===== src/fifo_irq_pkg.sv =====
// Constants shared by the FIFO port interrupt, pattern and mailbox logic.
// Assumes one register word per 32-bit AHB-Lite address, byte data in bits 7:0.
package fifo_irq_pkg;

  ////////////////////////////////////////////////////////////////////////////
  // Register byte addresses
  localparam logic [7:0] PAT_BYTE_ADDR = 8'h00;
  localparam logic [7:0] PAT_MASK_ADDR = 8'h04;
  localparam logic [7:0] MBOX_OUT_ADDR = 8'h08;
  localparam logic [7:0] MBOX_IN_ADDR = 8'h0C;
  localparam logic [7:0] ISR0_ADDR = 8'h10;
  localparam logic [7:0] ISR1_ADDR = 8'h14;
  localparam logic [7:0] ISR2_ADDR = 8'h18;
  localparam logic [7:0] ISR3_ADDR = 8'h1C;
  localparam logic [7:0] VECTOR_ADDR = 8'h20;
  localparam logic [7:0] CTRL_ADDR = 8'h24;

  ////////////////////////////////////////////////////////////////////////////
  // Field positions inside the status, control and vector registers
  localparam int HI_BASE = 5;
  localparam int LO_BASE = 1;
  localparam int IUS_OFS = 2;
  localparam int IE_OFS = 1;
  localparam int IP_OFS = 0;
  localparam int ISR1_FLAG_BIT = 0;
  localparam int ISR2_OVF_BIT = 4;
  localparam int ISR2_UNF_BIT = 0;
  localparam int ISR3_FULL_BIT = 4;
  localparam int ISR3_EMPTY_BIT = 0;
  localparam int CTRL_MIE_BIT = 0;
  localparam int CTRL_VIS_BIT = 1;
  localparam int VEC_CODE_LSB = 1;

  ////////////////////////////////////////////////////////////////////////////
  // Sources, status code equals index plus one
  localparam int NUM_SRC = 7;
  localparam int SRC_EMPTY = 0;
  localparam int SRC_FULL = 1;
  localparam int SRC_ERROR = 2;
  localparam int SRC_COUNT = 3;
  localparam int SRC_PATTERN = 4;
  localparam int SRC_DIR = 5;
  localparam int SRC_MBOX = 6;

  ////////////////////////////////////////////////////////////////////////////
  // Reset values and AHB-Lite transfer types
  localparam logic [7:0] BYTE_RST = 8'h00;
  localparam logic [6:0] SRC_RST = 7'h00;
  localparam logic [31:0] WORD_RST = 32'h0000_0000;
  localparam logic [1:0] HTRANS_NONSEQ = 2'h2;
  localparam logic [1:0] HTRANS_SEQ = 2'h3;

  typedef enum logic [0:0] {BUS_IDLE, BUS_READ} bus_state_t;

endpackage


===== src/pattern_matcher.sv =====
// Masked compare of the data buffer byte against the pattern byte.
// Assumes the data buffer byte is presented synchronously by the FIFO datapath.
`timescale 1ns/1ps
module pattern_matcher
  import fifo_irq_pkg::*;
#(
  parameter int WIDTH = 8
) (
  input wire logic [WIDTH-1:0] dataByte,
  input wire logic [WIDTH-1:0] patternByte,
  input wire logic [WIDTH-1:0] ignoreMask,
  output logic trueMatch
);

  logic [WIDTH-1:0] bitOk;

  // A set mask bit counts as agreeing, so all ones always matches
  genvar i;
  generate
    for (i = 0; i < WIDTH; i++) begin : g_bit
      assign bitOk[i] = ignoreMask[i] | (dataByte[i] ~^ patternByte[i]);
    end
  endgenerate

  assign trueMatch = &bitOk;

endmodule


===== src/irq_priority.sv =====
// Priority encoder for the seven interrupt sources.
// Assumes status code equals source index plus one; highest index wins.
`timescale 1ns/1ps
module irq_priority
  import fifo_irq_pkg::*;
(
  input wire logic [NUM_SRC-1:0] candidate,
  output logic [2:0] code,
  output logic anyActive
);

  always_comb begin
    code = 3'h0;
    for (int s = 0; s < NUM_SRC; s++) begin
      if (candidate[s]) begin
        code = 3'(s + 1);
      end
    end
  end

  assign anyActive = |candidate;

endmodule


===== src/fifo_irq_status.sv =====
// Interrupt, pattern compare and mailbox logic for one FIFO port.
// Assumes FIFO status, byte strobes and the opposite port's mailbox
// arrive synchronous to ref_clk; registers reached over AHB-Lite.
//
// Our own choices: the register addresses and register access over AHB-Lite.
`timescale 1ns/1ps
module fifo_irq_status
  import fifo_irq_pkg::*;
#(
  parameter int CNT_W = 8
) (
  input wire logic ref_clk,
  input wire logic rstn,
  input wire logic hsel,
  input wire logic [31:0] haddr,
  input wire logic [1:0] htrans,
  input wire logic hwrite,
  input wire logic [2:0] hsize,
  input wire logic [31:0] hwdata,
  input wire logic hready,
  output logic [31:0] hrdata,
  output logic hreadyout,
  output logic hresp,
  input wire logic [7:0] dataByte,
  input wire logic bytePassed,
  input wire logic [CNT_W-1:0] byteCount,
  input wire logic [CNT_W-1:0] byteCountCompare,
  input wire logic bufferFull,
  input wire logic bufferEmpty,
  input wire logic fullPin,
  input wire logic emptyPin,
  input wire logic twoWireMode,
  input wire logic peripheralMode,
  input wire logic waitSelected,
  input wire logic writeAttempt,
  input wire logic readAttempt,
  input wire logic directionChanged,
  input wire logic [7:0] mailboxFromOther,
  input wire logic mailboxFromOtherStrobe,
  input wire logic irq_acknowledge_in_n,
  output logic [7:0] mailboxToOther,
  output logic mailboxToOtherStrobe,
  output logic irqRequest,
  output logic [7:0] vectorOut,
  output logic vectorOe
);

  ////////////////////////////////////////////////////////////////////////////
  // Bus state
  bus_state_t busState_ff;
  logic [7:0] addr_ff;
  logic wrPend_ff;
  logic [31:0] hrdata_ff;
  logic hreadyout_ff;
  logic hresp_ff;
  logic addrTaken;
  logic writeNow;
  logic [7:0] wByte;
  logic readDone;

  // Block registers
  logic [7:0] patternByte_ff;
  logic [7:0] patternMask_ff;
  logic [7:0] mboxOut_ff;
  logic [7:0] mboxIn_ff;
  logic [7:0] baseVector_ff;
  logic master_irq_enable_ff;
  logic vector_carries_status_ff;
  logic [NUM_SRC-1:0] source_in_service_bit_ff;
  logic [NUM_SRC-1:0] source_enable_bit_ff;
  logic [NUM_SRC-1:0] source_pending_bit_ff;
  logic [NUM_SRC-1:0] nxt_inService;
  logic [NUM_SRC-1:0] nxt_enable;
  logic [NUM_SRC-1:0] nxt_pending;
  logic [NUM_SRC-1:0] srcEvent;
  logic [NUM_SRC-1:0] srcAckSet;
  logic overflow_ff;
  logic underflow_ff;
  logic mboxStrobe_ff;
  logic irqRequest_ff;
  logic [7:0] vectorOut_ff;
  logic vectorOe_ff;
  logic ackSeen_ff;

  // Live conditions
  logic trueMatch;
  logic fullFlag;
  logic emptyFlag;
  logic [2:0] statusCode;
  logic anyActive;
  logic anyInService;
  logic [7:0] vecWithCode;
  logic [7:0] readByte;
  logic ackStart;

  ////////////////////////////////////////////////////////////////////////////
  // AHB-Lite slave: writes take no wait state, reads take one
  assign addrTaken = hsel & hready & htrans[1];
  assign writeNow = wrPend_ff;
  assign wByte = hwdata[7:0];
  assign readDone = (busState_ff == BUS_READ);

  always_ff @(posedge ref_clk or negedge rstn) begin
    if (!rstn) begin
      busState_ff <= BUS_IDLE;
      addr_ff <= BYTE_RST;
      wrPend_ff <= 1'b0;
      hreadyout_ff <= 1'b1;
      hresp_ff <= 1'b0;
    end else begin
      wrPend_ff <= addrTaken & hwrite;
      hresp_ff <= 1'b0;
      case (busState_ff)
        BUS_IDLE: begin
          if (addrTaken) begin
            addr_ff <= haddr[7:0];
            if (!hwrite) begin
              busState_ff <= BUS_READ;
              hreadyout_ff <= 1'b0;
            end
          end
        end
        BUS_READ: begin
          busState_ff <= BUS_IDLE;
          hreadyout_ff <= 1'b1;
        end
        default: begin
          busState_ff <= BUS_IDLE;
          hreadyout_ff <= 1'b1;
        end
      endcase
    end
  end

  // Read data is sampled a cycle after the address so a write just
  // before it is already stored
  always_ff @(posedge ref_clk or negedge rstn) begin
    if (!rstn) begin
      hrdata_ff <= WORD_RST;
    end else if (busState_ff == BUS_READ) begin
      hrdata_ff <= {24'h00_0000, readByte};
    end
  end

  ////////////////////////////////////////////////////////////////////////////
  // Pattern compare
  pattern_matcher #(
    .WIDTH(8)
  ) u_match (
    .dataByte(dataByte),
    .patternByte(patternByte_ff),
    .ignoreMask(patternMask_ff),
    .trueMatch(trueMatch)
  );

  // Pattern byte has no reset; it powers up undefined
  always_ff @(posedge ref_clk) begin
    if (writeNow && addr_ff == PAT_BYTE_ADDR) begin
      patternByte_ff <= wByte;
    end
  end

  always_ff @(posedge ref_clk or negedge rstn) begin
    if (!rstn) begin
      patternMask_ff <= BYTE_RST;
    end else if (writeNow && addr_ff == PAT_MASK_ADDR) begin
      patternMask_ff <= wByte;
    end
  end

  ////////////////////////////////////////////////////////////////////////////
  // Mailbox
  always_ff @(posedge ref_clk or negedge rstn) begin
    if (!rstn) begin
      mboxOut_ff <= BYTE_RST;
      mboxIn_ff <= BYTE_RST;
      mboxStrobe_ff <= 1'b0;
    end else begin
      mboxStrobe_ff <= writeNow && addr_ff == MBOX_OUT_ADDR;
      if (writeNow && addr_ff == MBOX_OUT_ADDR) begin
        mboxOut_ff <= wByte;
      end
      if (mailboxFromOtherStrobe) begin
        mboxIn_ff <= mailboxFromOther;
      end
    end
  end

  ////////////////////////////////////////////////////////////////////////////
  // Source conditions
  always_comb begin
    fullFlag = bufferFull & (~twoWireMode | fullPin);
    emptyFlag = bufferEmpty & (~peripheralMode | emptyPin);
    srcEvent = SRC_RST;
    srcEvent[SRC_MBOX] = mailboxFromOtherStrobe;
    srcEvent[SRC_DIR] = directionChanged;
    srcEvent[SRC_PATTERN] = bytePassed & trueMatch;
    srcEvent[SRC_COUNT] = (byteCount == byteCountCompare);
    srcEvent[SRC_ERROR] = ~waitSelected & (writeAttempt & bufferFull
                          | readAttempt & bufferEmpty);
    srcEvent[SRC_FULL] = fullFlag;
    srcEvent[SRC_EMPTY] = emptyFlag;
  end

  ////////////////////////////////////////////////////////////////////////////
  // Per-source status bits; a hardware set beats a software clear
  genvar s;
  generate
    for (s = 0; s < NUM_SRC; s++) begin : g_src
      localparam logic [7:0] REG_ADDR = 8'(ISR0_ADDR + 8'(4 * ((7 - s) / 2)));
      localparam int BASE = ((s % 2) == 1 || s == SRC_MBOX) ? HI_BASE : LO_BASE;
      logic wrHit;
      assign wrHit = writeNow && addr_ff == REG_ADDR;
      always_comb begin
        nxt_inService[s] = wrHit ? wByte[BASE + IUS_OFS]
                                 : source_in_service_bit_ff[s];
        nxt_inService[s] = nxt_inService[s] | srcAckSet[s];
        nxt_enable[s] = wrHit ? wByte[BASE + IE_OFS] : source_enable_bit_ff[s];
        nxt_pending[s] = wrHit ? wByte[BASE + IP_OFS] : source_pending_bit_ff[s];
        if (s == SRC_MBOX && readDone && addr_ff == MBOX_IN_ADDR) begin
          nxt_pending[s] = 1'b0;
        end
        nxt_pending[s] = nxt_pending[s] | srcEvent[s];
      end
    end
  endgenerate

  always_ff @(posedge ref_clk or negedge rstn) begin
    if (!rstn) begin
      source_in_service_bit_ff <= SRC_RST;
      source_enable_bit_ff <= SRC_RST;
      source_pending_bit_ff <= SRC_RST;
    end else begin
      source_in_service_bit_ff <= nxt_inService;
      source_enable_bit_ff <= nxt_enable;
      source_pending_bit_ff <= nxt_pending;
    end
  end

  // Error cause flags live only while the error pending bit stands
  always_ff @(posedge ref_clk or negedge rstn) begin
    if (!rstn) begin
      overflow_ff <= 1'b0;
      underflow_ff <= 1'b0;
    end else begin
      if (!waitSelected && writeAttempt && bufferFull) begin
        overflow_ff <= 1'b1;
      end else if (!nxt_pending[SRC_ERROR]) begin
        overflow_ff <= 1'b0;
      end
      if (!waitSelected && readAttempt && bufferEmpty) begin
        underflow_ff <= 1'b1;
      end else if (!nxt_pending[SRC_ERROR]) begin
        underflow_ff <= 1'b0;
      end
    end
  end

  ////////////////////////////////////////////////////////////////////////////
  // Control and vector registers
  always_ff @(posedge ref_clk or negedge rstn) begin
    if (!rstn) begin
      master_irq_enable_ff <= 1'b0;
      vector_carries_status_ff <= 1'b0;
      baseVector_ff <= BYTE_RST;
    end else begin
      if (writeNow && addr_ff == CTRL_ADDR) begin
        master_irq_enable_ff <= wByte[CTRL_MIE_BIT];
        vector_carries_status_ff <= wByte[CTRL_VIS_BIT];
      end
      if (writeNow && addr_ff == VECTOR_ADDR) begin
        baseVector_ff <= wByte;
      end
    end
  end

  ////////////////////////////////////////////////////////////////////////////
  // Priority and request
  irq_priority u_prio (
    .candidate(source_pending_bit_ff & source_enable_bit_ff),
    .code(statusCode),
    .anyActive(anyActive)
  );

  assign anyInService = |source_in_service_bit_ff;
  assign vecWithCode = {baseVector_ff[7:4], statusCode, baseVector_ff[0]};
  assign ackStart = ~irq_acknowledge_in_n & ~ackSeen_ff;

  // Acknowledge puts the winning source in service
  always_comb begin
    srcAckSet = SRC_RST;
    if (ackStart && master_irq_enable_ff && anyActive && !anyInService) begin
      srcAckSet[statusCode - 3'h1] = 1'b1;
    end
  end

  always_ff @(posedge ref_clk or negedge rstn) begin
    if (!rstn) begin
      irqRequest_ff <= 1'b0;
      ackSeen_ff <= 1'b0;
      vectorOut_ff <= BYTE_RST;
      vectorOe_ff <= 1'b0;
    end else begin
      irqRequest_ff <= master_irq_enable_ff & anyActive & ~anyInService;
      ackSeen_ff <= ~irq_acknowledge_in_n;
      vectorOe_ff <= ~irq_acknowledge_in_n & master_irq_enable_ff;
      if (ackStart) begin
        vectorOut_ff <= vector_carries_status_ff ? vecWithCode : baseVector_ff;
      end
    end
  end

  ////////////////////////////////////////////////////////////////////////////
  // Read mux; unused bits read zero
  always_comb begin
    readByte = BYTE_RST;
    case (addr_ff)
      PAT_BYTE_ADDR: readByte = patternByte_ff;
      PAT_MASK_ADDR: readByte = patternMask_ff;
      MBOX_OUT_ADDR: readByte = mboxOut_ff;
      MBOX_IN_ADDR: readByte = mboxIn_ff;
      ISR0_ADDR: begin
        readByte[HI_BASE + IUS_OFS] = source_in_service_bit_ff[SRC_MBOX];
        readByte[HI_BASE + IE_OFS] = source_enable_bit_ff[SRC_MBOX];
        readByte[HI_BASE + IP_OFS] = source_pending_bit_ff[SRC_MBOX];
      end
      ISR1_ADDR: begin
        readByte[HI_BASE + IUS_OFS] = source_in_service_bit_ff[SRC_DIR];
        readByte[HI_BASE + IE_OFS] = source_enable_bit_ff[SRC_DIR];
        readByte[HI_BASE + IP_OFS] = source_pending_bit_ff[SRC_DIR];
        readByte[LO_BASE + IUS_OFS] = source_in_service_bit_ff[SRC_PATTERN];
        readByte[LO_BASE + IE_OFS] = source_enable_bit_ff[SRC_PATTERN];
        readByte[LO_BASE + IP_OFS] = source_pending_bit_ff[SRC_PATTERN];
        readByte[ISR1_FLAG_BIT] = trueMatch;
      end
      ISR2_ADDR: begin
        readByte[HI_BASE + IUS_OFS] = source_in_service_bit_ff[SRC_COUNT];
        readByte[HI_BASE + IE_OFS] = source_enable_bit_ff[SRC_COUNT];
        readByte[HI_BASE + IP_OFS] = source_pending_bit_ff[SRC_COUNT];
        readByte[LO_BASE + IUS_OFS] = source_in_service_bit_ff[SRC_ERROR];
        readByte[LO_BASE + IE_OFS] = source_enable_bit_ff[SRC_ERROR];
        readByte[LO_BASE + IP_OFS] = source_pending_bit_ff[SRC_ERROR];
        readByte[ISR2_OVF_BIT] = overflow_ff;
        readByte[ISR2_UNF_BIT] = underflow_ff;
      end
      ISR3_ADDR: begin
        readByte[HI_BASE + IUS_OFS] = source_in_service_bit_ff[SRC_FULL];
        readByte[HI_BASE + IE_OFS] = source_enable_bit_ff[SRC_FULL];
        readByte[HI_BASE + IP_OFS] = source_pending_bit_ff[SRC_FULL];
        readByte[LO_BASE + IUS_OFS] = source_in_service_bit_ff[SRC_EMPTY];
        readByte[LO_BASE + IE_OFS] = source_enable_bit_ff[SRC_EMPTY];
        readByte[LO_BASE + IP_OFS] = source_pending_bit_ff[SRC_EMPTY];
        readByte[ISR3_FULL_BIT] = fullFlag;
        readByte[ISR3_EMPTY_BIT] = emptyFlag;
      end
      VECTOR_ADDR: begin
        readByte = master_irq_enable_ff ? vecWithCode : baseVector_ff;
      end
      CTRL_ADDR: begin
        readByte[CTRL_MIE_BIT] = master_irq_enable_ff;
        readByte[CTRL_VIS_BIT] = vector_carries_status_ff;
      end
      default: readByte = BYTE_RST;
    endcase
  end

  ////////////////////////////////////////////////////////////////////////////
  // Outputs
  assign hrdata = hrdata_ff;
  assign hreadyout = hreadyout_ff;
  assign hresp = hresp_ff;
  assign mailboxToOther = mboxOut_ff;
  assign mailboxToOtherStrobe = mboxStrobe_ff;
  assign irqRequest = irqRequest_ff;
  assign vectorOut = vectorOut_ff;
  assign vectorOe = vectorOe_ff;

endmodule


===== config.mk =====
export PLATFORM = sky130hd
export DESIGN_NAME = fifo_irq_status
export DESIGN_NICKNAME = d
export VERILOG_FILES = /design/src/fifo_irq_pkg.sv /design/src/pattern_matcher.sv /design/src/irq_priority.sv /design/src/fifo_irq_status.sv
export SDC_FILE = /design/constraint.sdc
export NUM_CORES = 1
export LEC_CHECK = 0
export BUFFER_PORTS_ARGS = -buffer_cell sky130_fd_sc_hd__clkbuf_2
export CORE_MARGIN = 3
export CORE_UTILIZATION = 42
export DETAILED_ROUTE_END_ITERATION = 12
export GPL_TIMING_DRIVEN = 1
export PLACE_DENSITY_LB_ADDON = 0.25
export SLEW_MARGIN = 20
export SYNTH_ARGS = -nofsm -noshare
export SYNTH_HDL_FRONTEND = slang
export SYNTH_SLANG_ARGS = --single-unit

===== constraint.sdc =====
create_clock -name ref_clk -period 2.02 [get_ports ref_clk]
set_clock_uncertainty 0.1 [all_clocks]
set_input_delay 0.303 -clock ref_clk [delete_from_list [all_inputs] [get_ports ref_clk]]
set_output_delay 0.303 -clock ref_clk [all_outputs]
set_load 0.005 [all_outputs]

==> results.py <==
metrics = {
    "run_status": {
        "status": "finished, final reports clean",
    },
    "final_layout": {
        "fill_cells": 1005,
        "nNetsFinal": 656,
        "design_area_sq_um": 6050,
        "n_antenna_cell": 0,
        "syn2layout_area_growth_pct": 22.8,
        "drive_gt1_frac": 0.399,
    },
    "critical_path": {
        "crit_chain": "or4_4, buf_4, nor3_1, a21oi_1, and3_1, o22ai_1",
        "start_kind": "flop",
        "crit_path_end_kind": "flop",
        "crit_type": "reg2reg",
        "cp_data_arrival_time_ns": 2.11,
        "cp.required_ns": 2.18,
        "critPathMaxFanout": 6,
        "critPathMaxStageDelay_ns": 0.57,
        "crit_slowest_cell": "or4_4",
    },
    "route": {
        "viasPerCell": 5.44,
        "drc_errors": 0,
        "wl_mm": 12.8,
        "drtIter0Drc": 220,
        "routedWlPerCell_um": 18.7,
        "drtAntennaViolNets": 0,
        "vias": 3703,
        "drtPass1Iterations": 4,
    },
    "synthesis": {
        "synth-seq-cells": 96,
        "netlist_instances": 417,
        "yosysSeqAreaShare": 0.496,
        "synth_cell_types": 61,
        "syn_area_sq_um": 4930,
        "synth_edf_count": 8,
        "async_flop_share": 0.917,
        "synth.avg_cell_area_sq_um": 11.8,
        "synth_ff_type": "dfrtp_1",
        "ys_warn_count": 0,
    },
    "die": {
        "die-area_sq_um": 13100,
        "start_util": 0.441,
        "core_area_sq_um": 11200,
        "die_height_um": 114,
        "io_pins": 172,
        "die_x_um": 114,
        "placementRows": 38,
    },
    "timing": {
        "rsz0062_at_grt": "no",
        "finalSetupViolCount": 0,
        "setup_slack_ns": 0.0614,
        "slew_violations": 0,
        "hold_viol": 0,
        "fin_crit_sh": 0.970,
        "holdWs_ns": 0.0349,
        "fin_tns_setup_ns": 0,
        "worst_pin_slew_ns": 0.503,
        "maxSlewHeadroom": 0.661,
        "period_minus_slack_ns": 1.96,
        "fmax_mhz": 511,
    },
    "global_routing": {
        "track_usage": 0.200,
        "antenna_found_initial": 0,
        "grt_max_degree": 48,
        "grt_pass1_wl_mm": 20.1,
        "grt.overflow.total": 0,
        "grt_pass1_vias": 3689,
    },
    "clock_network": {
        "cts_root_buf": "clkbuf_16",
        "cts.path.max_buffers": 2,
        "clk_latency_ns": 0.34,
        "htreeDepth": 3,
        "clk_pin_slew_worst_paths_ns": 0.07,
        "cts_buffers": 9,
        "cts.sinks": 96,
        "tritoncts": "built",
    },
    "placement": {
        "portBuffers": 94,
        "post_dp_cell_area_sq_um": 5640,
        "place_hpwl_mm": 9.79,
        "place_ws_ns": -0.0442,
        "place.gp.congestion": 0.919,
    },
    "pwr": {
        "p_per_area_nw_per_um2": 832,
        "irDropWorstVdd_mv": 0.588,
        "leakage_uw": 0.00281,
    },
    "flow_run": {
        "drv_cap": 0,
    },
    "hold_path": {
        "hold_class": "in2reg",
    },
}
[routing by layer]
layer  share of wire  GRT usage
met1            0.45      0.280
met3           0.060     0.0497
met4           0.015     0.0475
met5               0          0
met2            0.48      0.314
[critical path, delay by kind of cell, from the launching register on]
family,cells,cell delay (ns)
buffers and inverters,1,0.16
and+or+nand+nor,3,1.00
DFF,1,0.45
AOI/OAI and AO/OA,2,0.16
[final timing paths]
kind | from | end | slack, ns | depth (start not counted)
max | addr_ff[3] | hrdata[5] | 0.06 | 6
min | irq_acknowledge_in_n | ackSeen_ff | 0.03 | 2
max reg2reg | addr_ff[3] | hrdata[5] | 0.06 | 6
min reg2reg | vectorOut[2] | vectorOut[2] | 0.38 | 2
max in group asynchronous | rstn | hreadyout | 0.89 | 3
min in group asynchronous | rstn | irqRequest | 0.32 | 2
[through the flow]
stage | instances | utilization | total power [uW]
final | 681 | 0.542 | 5030
after global routing | 681 | 0.542 | 5270
after CTS | 680 | 0.536 | 5040
after detailed placement | 663 | 0.505 | 3160
after global placement | 663 | 0.505 | 3140
after floorplan | 441 | - | 2780
[power by group]
group / internal (uW) / switching (uW)
logic: 462 / 470
registers: 2090 / 135
clock network: 1130 / 744
total: 3680 / 1350
[flip-flops by register name (all words and copies together) (netlist names), 7 cells and up]
signal,cells
hrdata,8
source_enable_bit_ff,7
addr_ff,8
source_pending_bit_ff,7
source_in_service_bit_ff,7
patternMask_ff,8
vectorOut,8
baseVector_ff,8
mailboxToOther,8
patternByte_ff,8
mboxIn_ff,8
[cell families (layout without fill, tap and decap cells)]
family,count (synthesis),after routing,share of synthesized area
simple gates,97,97,0.111
flops,96,96,0.496
mux,82,82,0.199
compound gates,69,69,0.0947
buf+inv,53,153,0.0642
xor+xnor,18,18,0.0320
fa+ha+maj,1,1,0.00254
other cells,1,25,0.000761
[synthesized netlist by cell type, types with 6 or more instances]
master / number / area share
a21oi_1: 6 / 0.0061
buf_2: 7 / 0.0071
buf_4: 27 / 0.041
clkbuf_1: 7 / 0.0053
dfrtp_1: 87 / 0.44
edfxtp_1: 8 / 0.049
inv_1: 11 / 0.0084
mux2_1: 10 / 0.023
mux2_2: 49 / 0.11
mux2i_1: 16 / 0.032
mux4_2: 7 / 0.032
nand2_1: 28 / 0.021
nand3_1: 8 / 0.0081
nand4_1: 7 / 0.0089
nor2_1: 17 / 0.013
o21ai_0: 16 / 0.016
o22ai_1: 8 / 0.010
xnor2_1: 9 / 0.016
xor2_1: 9 / 0.016
[cell usage in the layout (no fill, tap or decap), types with 4 or more instances in the layout]
| cell type | instances |
|---|---|
| inv_1 | 11 |
| a21oi_1 | 4 |
| xnor2_1 | 9 |
| mux2i_1 | 16 |
| a22o_1 | 4 |
| xor2_1 | 9 |
| clkbuf_16 | 9 |
| conb_1 | 25 |
| nand2_1 | 28 |
| clkbuf_2 | 93 |
| nand4_1 | 7 |
| o22ai_1 | 8 |
| nand3_1 | 8 |
| mux2_1 | 10 |
| nor4_1 | 4 |
| o21ai_1 | 5 |
| dfrtp_1 | 85 |
| mux2_2 | 49 |
| edfxtp_1 | 8 |
| buf_4 | 27 |
| nor2_1 | 16 |
| mux4_2 | 7 |
| o21ai_0 | 15 |
| and3_1 | 4 |
| nor2b_1 | 4 |
[layout make-up]
type	count	area, sq um	area share
inverters	11	41.3	0.00682
repair buffers	126	756	0.125
well taps	140	175	0.0289
multi-input cells	292	2310	0.381
flip-flops and latches	96	2450	0.404
clock buffers	11	243	0.0401
clock inverters	5	85.1	0.0141
[repair_timing]
item                                    4_1_cts  5_1_grt
hold buffers                                  1        0
endpoints found under the setup margin       12       19
pin swaps                                     0        3
hold endpoints to repair                     24        0
resized for setup                             4       14
setup buffers                                 0        1
(Power assumes the default switching activity.)
